[src/include/bmod_pkg.sv]
package bmod_pkg;

    // Opcode fields
    localparam logic [5:0]  OP_OR_FILE    = 6'h04;
    localparam logic [5:0]  OP_COPY_FILE  = 6'h14;
    localparam logic [3:0]  OP_COPY_FIRST = 4'hC;
    localparam logic [3:0]  OP_SECOND     = 4'hF;
    localparam logic [7:0]  OP_LOAD_PTR   = 8'hEE;
    localparam logic [15:0] OP_NOP        = 16'h0000;

    // Address map
    localparam logic [11:0] ACC_ADDR      = 12'h0FE8;
    localparam logic [7:0]  ACCESS_SPLIT  = 8'h60;
    localparam logic [7:0]  INDEX_LIMIT   = 8'h5F;
    localparam logic [3:0]  ACCESS_HIGH   = 4'hF;
    localparam int          PTR_W         = 12;
    localparam int          NUM_PTR       = 3;
    localparam logic [1:0]  INDEX_PTR     = 2'h2;

    // Reset values
    localparam logic [7:0]  ACC_RESET     = 8'h00;
    localparam logic [11:0] PTR_RESET     = 12'h000;

    typedef enum logic [1:0] {
        PH_Q1 = 2'b00,
        PH_Q2 = 2'b01,
        PH_Q3 = 2'b10,
        PH_Q4 = 2'b11
    } bmod_phase_t;

    typedef enum logic [1:0] {
        PEND_NONE = 2'b00,
        PEND_PTR  = 2'b01,
        PEND_COPY = 2'b10
    } bmod_pend_t;

    typedef struct packed {
        logic        rd;
        logic        wr;
        logic [11:0] addr;
        logic [7:0]  wdata;
    } bmod_mem_req_t;

    typedef struct packed {
        logic neg;
        logic zero;
    } bmod_flags_t;

endpackage

[src/design/bmod_core.sv]
// Overview of operation
// - Opcode 000100 ORs accumulator with file register, sets N and Z, one cycle.
// - Destination bit 0 writes accumulator, 1 writes back to the file register.
// - Access bit 0 uses the access bank, 1 takes upper address from bank selector.
// - Extended set with access bit 0 and address up to 95 uses indexed offset.
// - Four phases per cycle: decode, read file, process, write destination.
// - Pointer load puts a 12-bit literal into pointer 0 to 2 over two words.
// - First cycle writes literal upper part high, second cycle writes low byte.
// - Opcode 010100 copies file register to destination, sets N and Z, one cycle.
// - With access bit 1, the 8-bit file address selects any byte of the current 256-byte bank.
// - File-to-file copy uses words 1100 and 1111, two cycles, flags untouched.
// - File-to-file source and destination reach all 4096 bytes without banking.
// - File-to-file copy may use the accumulator as source or destination.
`timescale 1ns/1ps
`default_nettype none

module bmod_core (
    // Clock and reset
    input  wire logic                   CLK_I,
    input  wire logic                   RST_I,
    // Instruction fetch
    input  wire logic [15:0]            INSTR_I,
    input  wire logic                   INSTR_VALID_I,
    // Configuration
    input  wire logic [3:0]             BANK_SEL_I,
    input  wire logic                   EXT_EN_I,
    // Data memory
    input  wire logic [7:0]             MEM_RDATA_I,
    output bmod_pkg::bmod_mem_req_t     MEM_REQ_O,
    // Core state
    output logic [7:0]                  ACC_O,
    output bmod_pkg::bmod_flags_t       FLAGS_O,
    output logic [3*12-1:0]             PTRS_O,
    output bmod_pkg::bmod_phase_t       PHASE_O
);

    bmod_pkg::bmod_phase_t   phase_reg;
    bmod_pkg::bmod_phase_t   phase_next;
    bmod_pkg::bmod_pend_t    pend_reg;
    bmod_pkg::bmod_pend_t    pend_next;
    bmod_pkg::bmod_mem_req_t mem_reg;
    bmod_pkg::bmod_mem_req_t mem_next;
    bmod_pkg::bmod_flags_t   flags_reg;
    bmod_pkg::bmod_flags_t   flags_next;
    logic [15:0]             cur_reg;
    logic [7:0]              acc_reg;
    logic [7:0]              acc_next;
    logic [7:0]              data_reg;
    logic [1:0]              pidx_reg;
    logic [11:0]             ptr_reg [bmod_pkg::NUM_PTR];

    // Decode
    wire         in_q1      = (phase_reg == bmod_pkg::PH_Q1);
    wire         in_q3      = (phase_reg == bmod_pkg::PH_Q3);
    wire         in_q4      = (phase_reg == bmod_pkg::PH_Q4);
    wire [15:0]  fetched    = INSTR_VALID_I ? INSTR_I : bmod_pkg::OP_NOP;
    wire [15:0]  ins        = in_q1 ? fetched : cur_reg;
    wire         second     = (pend_reg != bmod_pkg::PEND_NONE);
    wire         is_or      = !second && (ins[15:10] == bmod_pkg::OP_OR_FILE);
    wire         is_copy_file_register    = !second && (ins[15:10] == bmod_pkg::OP_COPY_FILE);
    wire         is_byte    = is_or || is_copy_file_register;
    wire         is_ptr     = !second && (ins[15:8] == bmod_pkg::OP_LOAD_PTR);
    wire         is_copy1   = !second && (ins[15:12] == bmod_pkg::OP_COPY_FIRST);
    wire         is_copy2   = (pend_reg == bmod_pkg::PEND_COPY);
    wire         is_ptr2    = (pend_reg == bmod_pkg::PEND_PTR);
    wire         dbit       = ins[9];
    wire         abit       = ins[8];
    wire [7:0]   faddr      = ins[7:0];
    wire [1:0]   pidx       = ins[5:4];

    // Byte-oriented address generation
    wire         indexed    = EXT_EN_I && !abit && (faddr <= bmod_pkg::INDEX_LIMIT);
    wire [11:0]  index_addr = ptr_reg[bmod_pkg::INDEX_PTR] + {4'h0, faddr};
    wire [11:0]  access_addr = (faddr < bmod_pkg::ACCESS_SPLIT) ? {4'h0, faddr}
                                                                : {bmod_pkg::ACCESS_HIGH, faddr};
    wire [11:0]  bank_addr  = {BANK_SEL_I, faddr};
    wire [11:0]  byte_addr  = indexed ? index_addr : (abit ? bank_addr : access_addr);

    // Full-space copy addressing, accumulator as a special location
    wire [11:0]  far_addr   = ins[11:0];
    wire         far_is_acc = (far_addr == bmod_pkg::ACC_ADDR);
    wire         rd_start   = in_q1 && (is_byte || (is_copy1 && !far_is_acc));

    // Result of the process phase
    wire [7:0]   or_result  = acc_reg | MEM_RDATA_I;
    wire [7:0]   q3_result  = is_or ? or_result
                            : (is_copy1 && far_is_acc) ? acc_reg : MEM_RDATA_I;
    wire         capture    = in_q3 && (is_byte || is_copy1);

    // Phase sequencer, one instruction cycle every four clocks
    always_comb begin
        unique case (phase_reg)
            bmod_pkg::PH_Q1: phase_next = bmod_pkg::PH_Q2;
            bmod_pkg::PH_Q2: phase_next = bmod_pkg::PH_Q3;
            bmod_pkg::PH_Q3: phase_next = bmod_pkg::PH_Q4;
            bmod_pkg::PH_Q4: phase_next = bmod_pkg::PH_Q1;
        endcase
    end

    // Second-word tracking: set at the end of the first cycle of a two-word op
    always_comb begin
        pend_next = pend_reg;
        if (in_q4) begin
            if (is_ptr && (pidx < 2'(bmod_pkg::NUM_PTR))) begin
                pend_next = bmod_pkg::PEND_PTR;
            end else if (is_copy1) begin
                pend_next = bmod_pkg::PEND_COPY;
            end else begin
                pend_next = bmod_pkg::PEND_NONE;
            end
        end
    end

    // Memory strobes: read stands through Q2, write through Q4
    always_comb begin
        mem_next = mem_reg;
        if (in_q1) begin
            mem_next.rd   = rd_start;
            mem_next.addr = is_copy1 ? far_addr : byte_addr;
        end else if (phase_reg == bmod_pkg::PH_Q2) begin
            mem_next.rd = 1'b0;
        end else if (in_q3) begin
            if (is_byte && dbit) begin
                mem_next.wr    = 1'b1;
                mem_next.wdata = q3_result;
            end else if (is_copy2 && !far_is_acc) begin
                // Protected targets are not filtered; the program must avoid them
                mem_next.wr    = 1'b1;
                mem_next.addr  = far_addr;
                mem_next.wdata = data_reg;
            end
        end else begin
            mem_next.wr = 1'b0;
        end
    end

    // Accumulator and flags are committed in Q4
    always_comb begin
        acc_next   = acc_reg;
        flags_next = flags_reg;
        if (in_q4 && is_byte) begin
            if (!dbit) begin
                acc_next = data_reg;
            end
            flags_next.zero = (data_reg == 8'h00);
            flags_next.neg  = data_reg[7];
        end else if (in_q4 && is_copy2 && far_is_acc) begin
            acc_next = data_reg;
        end
    end

    always_ff @(posedge CLK_I) begin
        if (RST_I) begin
            phase_reg <= bmod_pkg::PH_Q1;
            pend_reg  <= bmod_pkg::PEND_NONE;
            mem_reg   <= '0;
            flags_reg <= '0;
            acc_reg   <= bmod_pkg::ACC_RESET;
            cur_reg   <= bmod_pkg::OP_NOP;
            data_reg  <= 8'h00;
            pidx_reg  <= 2'h0;
        end else begin
            phase_reg <= phase_next;
            pend_reg  <= pend_next;
            mem_reg   <= mem_next;
            flags_reg <= flags_next;
            acc_reg   <= acc_next;
            if (in_q1) begin
                cur_reg <= fetched;
            end
            if (capture) begin
                data_reg <= q3_result;
            end
            if (in_q4 && is_ptr) begin
                pidx_reg <= pidx;
            end
        end
    end

    // Indirect pointers; index 3 is not a pointer and is ignored
    genvar gi;
    generate
        for (gi = 0; gi < bmod_pkg::NUM_PTR; gi++) begin : g_ptr
            wire hi_wr = in_q4 && is_ptr && (pidx == 2'(gi));
            wire lo_wr = in_q4 && is_ptr2 && (pidx_reg == 2'(gi));
            always_ff @(posedge CLK_I) begin
                if (RST_I) begin
                    ptr_reg[gi] <= bmod_pkg::PTR_RESET;
                end else if (hi_wr) begin
                    ptr_reg[gi][11:8] <= ins[3:0];
                end else if (lo_wr) begin
                    ptr_reg[gi][7:0] <= ins[7:0];
                end
            end
            assign PTRS_O[gi*bmod_pkg::PTR_W +: bmod_pkg::PTR_W] = ptr_reg[gi];
        end
    endgenerate

    assign MEM_REQ_O = mem_reg;
    assign ACC_O     = acc_reg;
    assign FLAGS_O   = flags_reg;
    assign PHASE_O   = phase_reg;
endmodule

`default_nettype wire

[config.mk]
export PLATFORM = sky130hd
export DESIGN_NAME = bmod_core
export DESIGN_NICKNAME = d
export VERILOG_FILES = /design/src/include/bmod_pkg.sv /design/src/design/bmod_core.sv
export SDC_FILE = /design/constraint.sdc
export NUM_CORES = 1
export LEC_CHECK = 0
export ABC_CLOCK_PERIOD_IN_PS = 4500
export BUFFER_PORTS_ARGS = -buffer_cell sky130_fd_sc_hd__buf_4
export CAP_MARGIN = 20
export CORE_UTILIZATION = 39
export CTS_CLUSTER_DIAMETER = 40
export DETAILED_ROUTE_END_ITERATION = 6
export PLACE_DENSITY_LB_ADDON = 0.12
export SKIP_LAST_GASP = 1
export SYNTH_ARGS = -nofsm -noshare
export SYNTH_HDL_FRONTEND = slang
export SYNTH_SLANG_ARGS = --single-unit
[constraint.sdc]
create_clock -name CLK_I -period 4.5 [get_ports CLK_I]
set_input_delay 0.45 -clock CLK_I [delete_from_list [all_inputs] [get_ports CLK_I]]
set_output_delay 0.45 -clock CLK_I [all_outputs]
set_load 0.005 [all_outputs]
==> results of run 1 <==
cell families (layout without fill, tap and decap cells):
| family | after synthesis | count (layout) | synth area share, % |
|---|---|---|---|
| buf+inv | 45 | 138 | 4.31 |
| compound gates | 122 | 122 | 17.3 |
| mux | 10 | 10 | 1.98 |
| simple gates | 244 | 244 | 25.4 |
| flops | 98 | 98 | 46.0 |
| fa+ha+maj | 16 | 16 | 4.11 |
| xor+xnor | 5 | 5 | 0.867 |
worst reg2reg max path: cells and delay by family (launching register included):
| family | cells | cell delay [ps] |
|---|---|---|
| buf+inv | 3 | 620 |
| xor+xnor | 1 | 150 |
| compound gates | 4 | 950 |
| simple gates | 2 | 510 |
| fa+ha+maj | 2 | 790 |
| flops | 1 | 340 |
worst paths after layout:
| path | to | depth (start not counted) | start | slack [ps] |
|---|---|---|---|---|
| worst max-delay path | MEM_REQ_O[19] | 12 | PHASE_O[0] | 1050 |
| worst min-delay path | cur_reg[11] | 3 | INSTR_I[11] | 400 |
| worst max register to register | MEM_REQ_O[19] | 12 | PHASE_O[0] | 1050 |
| worst min register to register | FLAGS_O[0] | 2 | FLAGS_O[0] | 460 |
Yosys cell counts, types with 3 or more instances:
master / count
nor2_1: 74
dfxtp_1: 62
nand2b_1: 43
edfxtp_1: 36
nand2_1: 34
a21oi_1: 22
o21ai_0: 20
a211oi_1: 19
clkbuf_1: 17
inv_1: 16
ha_1: 15
nand3_1: 13
nand3b_1: 11
nor3_1: 11
a22oi_1: 10
and3_1: 10
mux2i_1: 10
nor2b_1: 8
o221ai_1: 8
nand4_1: 7
nor4_1: 6
a311oi_1: 5
a31oi_1: 5
buf_6: 5
or2_2: 5
or3_1: 5
nand4b_1: 4
o22ai_1: 4
a21o_1: 3
and2_1: 3
o21a_1: 3
xnor2_1: 3
per-stage QoR:
| stage | hold slack [ps] | instances | setup WS, ps | instance area (sq um) | utilization, % |
|---|---|---|---|---|---|
| 3_5_place_dp | 461 | 789 | 1060 | 5900 | 46.8 |
| 2_1_floorplan | 446 | 540 | 1030 | 5050 | - |
| 4_1_cts | 393 | 805 | 1020 | 6210 | 49.2 |
| 3_3_place_gp | 449 | 789 | 1230 | 5900 | 46.8 |
| 5_1_grt | 422 | 805 | 708 | 6210 | 49.2 |
| 6_report | 404 | 805 | 1050 | 6210 | 49.2 |
cell type report:
cell class | instances | area share (%)
Sequential cell | 98 | 37.4
Timing Repair Buffer | 106 | 12.8
Tap cell | 172 | 3.46
Inverter | 16 | 0.967
Clock buffer | 10 | 3.85
Multi-Input combinational cell | 397 | 40.4
Clock inverter | 6 | 1.15
layer usage:
metal / routed length [um] / track usage [%] / share of wire, %
met5: 0 / 0 / 0
met2: 6750 / 35.5 / 46
met3: 837 / 3.09 / 5.7
met1: 6690 / 30.3 / 46
met4: 286 / 9.66 / 2.0
power breakdown:
| group | internal (mW) | switching, mW | total (mW) | leakage, nW |
|---|---|---|---|---|
| sequential | 0.997 | 0.0506 | 1.05 | 0.876 |
| clock | 0.454 | 0.362 | 0.816 | 0.151 |
| combinational | 0.295 | 0.431 | 0.727 | 1.48 |
| total | 1.75 | 0.844 | 2.59 | 2.51 |
==> impl_metrics.py, run 1 <==
metrics = {
    "finish": {
        "drive_above_1_share_pct": 21.6,
        "final_common_cell": "buf_4",
        "synthToLayoutAreaGrowth_pct": 23.0,
        "n_fill_cell": 1251,
        "antenna_cells": 0,
        "seqCellArea_sq_mm": 0.00232,
        "multiInputGateArea_sq_mm": 0.00251,
        "final_cell_mix": "106 x buf_4, 74 x nor2_1, 62 x dfxtp_1, 43 x nand2b_1, 36 x edfxtp_1",
        "largest_reg_flops": 36,
        "nets": 676,
    },
    "synthesis": {
        "synth_area_per_cell_sq_um": 9.35,
        "async_flop_share_pct": 0,
        "syn-instance-count": 540,
        "synth_ff_type": "dfxtp_1",
        "yosysWarnings": 0,
        "synth_area_sq_mm": 0.00505,
        "synth_edf_count": 36,
        "ys_ff_latch": 98,
        "yosysTopAreaCellShare_pct": 24.6,
        "synth_area_leaders": "dfxtp_1 25%, edfxtp_1 21%, nor2_1 5.5%",
        "ys_seq_area_share_pct": 46.0,
        "yosys.area.top_type": "dfxtp_1",
        "synth_nets": 588,
        "ys_types": 64,
    },
    "floorplanning": {
        "die_w_um": 116,
        "core_sq_mm": 0.0126,
        "rows": 41,
        "fp.dieArea_sq_mm": 0.0134,
        "io_pins": 102,
        "start_util_pct": 40.0,
        "fp.dieH_um": 116,
    },
    "detailed_routing": {
        "via_per_inst": 5.51,
        "postRouteAntennaNets": 0,
        "drc": 0,
        "first_pass_iters": 5,
        "vias": 4438,
        "drt_iter0_markers": 250,
        "routedWlPerCell_um": 18.1,
        "wl_um": 14600,
    },
    "sta": {
        "relSlewSlack_pct": 26.2,
        "fmax_ghz": 0.290,
        "tns_ps": 0,
        "min_period_ps": 3450,
        "finalSetupViolCount": 0,
        "clock_skew_ps": 7.88,
        "hold_violations": 0,
        "min_period_over_period_pct": 76.6,
        "tightestPinTransition_ps": 1100,
        "drv_slew": 0,
        "rsz0062_at_grt": "false",
    },
    "setup_path": {
        "crit_fanout": 13,
        "worst-path-buf-inv": 3,
        "crit_path_top_delay_cell": "ha_1",
        "slowest_delay_ps": 440,
        "worst_path_most_repeated_cell": "inv_1",
        "required_ps": 4770,
        "cp-end-kind": "flop",
        "worstPathCellList": "inv_1 -> ha_1 -> inv_1 -> a21boi_0 -> inv_1 -> ha_1 -> o211ai_1 -> o21ai_0 -> nand3_1 -> xor2_1 -> or3_1 -> a311oi_2",
        "worstPathArrival_ps": 3710,
        "crit_type": "flop to flop",
        "critPathLaunchType": "flop",
        "path_delay_family": "compound AO/OA/AOI/OAI gates",
    },
    "grt": {
        "grt_max_degree": 84,
        "grt_first_pass_wirelength_um": 22300,
        "grt_pass1_vias": 4272,
        "grt.total_usage_pct": 22.3,
        "antenna_found_initial": 0,
        "overflow": 0,
    },
    "cts": {
        "cts_tree": "yes",
        "cts_setup_buffers": 0,
        "cts.sinks": 98,
        "cts-root-buf": "clkbuf_16",
        "numCtsBuffers": 9,
        "h-tree-depth": 3,
        "cts_buffer_depth": 2,
        "insertion_delay_ps": 350,
        "cts.repair.resized": 0,
        "cts_hold_repair.buffers": 0,
        "clkTransAtPathRegs_ps": 70,
    },
    "placed_design": {
        "port_buffers": 101,
        "dp_hpwl_um": 10700,
        "gp_congestion": 0.914,
    },
    "run_status": {
        "status": "completed",
    },
    "power": {
        "vdd_drop_max_mv": 0.168,
        "leakage_nw": 2.51,
        "p_per_area_mw_per_mm2": 417,
        "totalPowerFinal_mw": 2.59,
    },
    "job": {
        "drv_cap": 0,
    },
    "hold_path": {
        "min_path_type": "input pin to flop",
    },
}
Power figures use the tool's default switching activity.
==> run 2: changes to the inputs <==
--- a/config.mk
+++ b/config.mk
@@ -5,7 +5,8 @@
 export SDC_FILE = /design/constraint.sdc
 export NUM_CORES = 1
 export LEC_CHECK = 0
-export ABC_CLOCK_PERIOD_IN_PS = 4500
+export ABC_AREA = 1
+export ABC_CLOCK_PERIOD_IN_PS = 3100
 export BUFFER_PORTS_ARGS = -buffer_cell sky130_fd_sc_hd__buf_4
 export CAP_MARGIN = 20
 export CORE_UTILIZATION = 39
==> constraint.sdc (replaced) <==
create_clock -name CLK_I -period 3.1 [get_ports CLK_I]
set_input_delay 0.31 -clock CLK_I [delete_from_list [all_inputs] [get_ports CLK_I]]
set_output_delay 0.31 -clock CLK_I [all_outputs]
set_load 0.005 [all_outputs]
==> run 2 against run 1 <==
Maximum frequency increased by 23%; setup slack lost 750 ps; synthesized area up 3.2%; register-to-register slack got worse by 750 ps; via count up 8.7%; wire length is 1.5% higher.
==> impl_metrics.py, run 2 <==
metrics = {
    "grt": {
        "antenna_found_initial": 0,
        "grt_max_degree": 28,
        "grt_pass1_vias": 4616,
        "grt_first_pass_wirelength_um": 23800,
        "overflow": 0,
        "grt.total_usage_pct": 21.9,
    },
    "finish": {
        "seqCellArea_sq_mm": 0.00232,
        "finalNonFillerCells": 988,
        "nets": 859,
        "drive_above_1_share_pct": 21.9,
        "n_fill_cell": 1296,
        "final_cell_mix": "181 x nand2_1, 110 x nor2_1, 110 x buf_4, 98 x inv_1, 61 x dfxtp_1",
        "largest_reg_flops": 36,
        "synthToLayoutAreaGrowth_pct": 23.9,
        "antenna_cells": 0,
        "multiInputGateArea_sq_mm": 0.00239,
        "final_common_cell": "nand2_1",
    },
    "power": {
        "leakage_nw": 3.14,
        "switching_share_pct": 37.4,
        "power_switching_mw": 1.52,
        "clkPwrFrac_pct": 26.8,
        "p_per_area_mw_per_mm2": 631,
        "vdd_drop_max_mv": 0.249,
        "combinationalPowerShare_pct": 35.5,
        "p_int_mw": 2.55,
        "totalPowerFinal_mw": 4.07,
        "p_seq_share_pct": 37.7,
    },
    "sta": {
        "drv_slew": 0,
        "fin_ws_ps": 299,
        "tns_ps": 0,
        "min_period_ps": 2800,
        "fmax_ghz": 0.357,
        "tightestPinTransition_ps": 858,
        "min_period_over_period_pct": 90.4,
        "clock_skew_ps": 13.0,
        "hold_violations": 0,
        "relSlewSlack_pct": 42.7,
        "rsz0062_at_grt": "false",
        "finalSetupViolCount": 0,
    },
    "setup_path": {
        "crit_fanout": 15,
        "worstPathCellList": "inv_1 -> ha_2 -> buf_4 -> nand3_1 -> nand2_2 -> ha_1 -> fa_1 -> nand2_1 -> inv_1 -> nand2_1 -> nand2_1 -> nand3_1 -> nand2_1 -> nand3_1 -> nand2_1 -> nor2_1 -> nor2_1 -> nor2_1 -> nor2_1",
        "crit_type": "flop to flop",
        "crit_path_top_delay_cell": "dfxtp_1",
        "cp-end-kind": "flop",
        "worst_path_most_repeated_cell": "nand2_1",
        "required_ps": 3350,
        "worst-path-buf-inv": 3,
        "critPathLaunchType": "flop",
        "path_delay_family": "simple AND/OR/NAND/NOR gates",
        "slowest_delay_ps": 410,
        "worstPathArrival_ps": 3050,
    },
    "cts": {
        "cts_buffer_depth": 2,
        "clkTransAtPathRegs_ps": 80,
        "cts-root-buf": "clkbuf_16",
        "insertion_delay_ps": 350,
        "cts_tree": "yes",
        "h-tree-depth": 3,
        "numCtsBuffers": 9,
        "cts.sinks": 98,
    },
    "synthesis": {
        "ys_ff_latch": 98,
        "syn-instance-count": 709,
        "yosysTopAreaCellShare_pct": 23.8,
        "yosysWarnings": 0,
        "async_flop_share_pct": 0,
        "ys_types": 40,
        "synth_nets": 757,
        "synth_ff_type": "dfxtp_1",
        "synth_edf_count": 36,
        "synth_area_per_cell_sq_um": 7.35,
        "synth_area_leaders": "dfxtp_1 24%, edfxtp_1 21%, nand2_1 13%",
        "yosys-top-cells-count": "182 x nand2_1, 110 x nor2_1, 99 x inv_1",
        "ys_seq_area_share_pct": 44.6,
        "yosys.area.top_type": "dfxtp_1",
        "synth_area_sq_mm": 0.00521,
        "synth.most_common_cell": "nand2_1",
    },
    "placed_design": {
        "gp_congestion": 0.933,
        "dp_cells": 972,
        "dp_hpwl_um": 11300,
        "dp_slack_ps": 114,
        "port_buffers": 101,
    },
    "detailed_routing": {
        "wl_um": 14800,
        "routedWlPerCell_um": 15.0,
        "via_per_inst": 4.88,
        "vias": 4823,
        "drc": 0,
        "first_pass_iters": 5,
        "postRouteAntennaNets": 0,
        "drt_iter0_markers": 265,
    },
    "floorplanning": {
        "rows": 41,
        "fp.dieH_um": 118,
        "io_pins": 102,
        "core_sq_mm": 0.0128,
        "start_util_pct": 40.6,
        "fp.dieArea_sq_mm": 0.0138,
        "die_w_um": 118,
    },
    "hold_path": {
        "min_path_type": "input pin to flop",
    },
    "run_status": {
        "status": "completed",
    },
    "job": {
        "drv_cap": 0,
    },
}
## run 2: cell count changes after synthesis, moves of 21 or more
| cell | delta |
|---|---|
| nand3_1 | +24 |
| nor2_1 | +36 |
| inv_1 | +83 |
| a21oi_1 | +21 |
| nand2b_1 | -43 |
| nand2_1 | +148 |
## run 2: kinds of logic (layout without fill, tap and decap cells)
kind of cell	Yosys count	count (layout)	synth area share (%)
flip-flops	98	98	44.6
XOR/XNOR	4	4	0.672
buffers and inverters	127	234	9.75
AO/OA/AOI/OAI	93	93	10.1
adder cells (fa/ha/maj)	16	16	3.99
AND/OR/NAND/NOR	371	371	30.9
## run 2: routing by layer
metal  share of wire (%)  routed length, um  up-vias  GRT usage [%]
met5                   0                  0        -              0
li1                    -                  -     2437              -
met4                 1.7                251        0           7.53
met1                  46               6820     2220           30.4
met3                 5.8                858       15           3.39
met2                  46               6850      151           34.6
## run 2: final cells by class
type	count	area share, %
repair buffers	111	13.1
inverters	107	6.22
well taps	172	3.33
clock buffers	9	3.49
flip-flops and latches	98	36.0
clock inverters	7	0.911
multi-input cells	484	37.0
## run 2: power groups by stage
stage / registers (mW) / logic (mW) / clock network (mW)
after floorplan: 1.56 / 0.916 / 0
after global placement: 1.56 / 1.44 / 0
after detailed placement: 1.56 / 1.43 / 0
after CTS: 1.53 / 1.44 / 1.11
after global routing: 1.55 / 1.62 / 1.16
final: 1.53 / 1.45 / 1.09
## run 2: tightest hold or removal path, stage by stage
cell	delay, ps
buf_4	110
nand3_2	80
a21oi_1	60
## run 2: metrics by stage
stage               hold slack [ps]  utilization (%)  area (sq um)
floorplan                       452                -          5210
global placement                461             48.1          6170
detailed placement              466             48.1          6170
CTS                             254             50.3          6450
global route                    263             50.3          6460
finish                          265             50.3          6460
## run 2: timing repair
| action | 4_1_cts | 5_1_grt |
|---|---|---|
| hold buffers | 0 | 0 |
| gates resized for setup | 0 | 5 |
| buffers inserted | 0 | 0 |
| setup endpoints to repair | 0 | 18 |
## run 2: final timing paths
| kind | start | end | slack [ps] | cells past startpoint |
|---|---|---|---|---|
| max | PHASE_O[1] | MEM_REQ_O[18] | 300 | 19 |
| min | INSTR_I[11] | cur_reg[11] | 270 | 3 |
| max reg2reg | PHASE_O[1] | MEM_REQ_O[18] | 300 | 19 |
| min reg2reg | MEM_REQ_O[21] | MEM_REQ_O[21] | 470 | 2 |
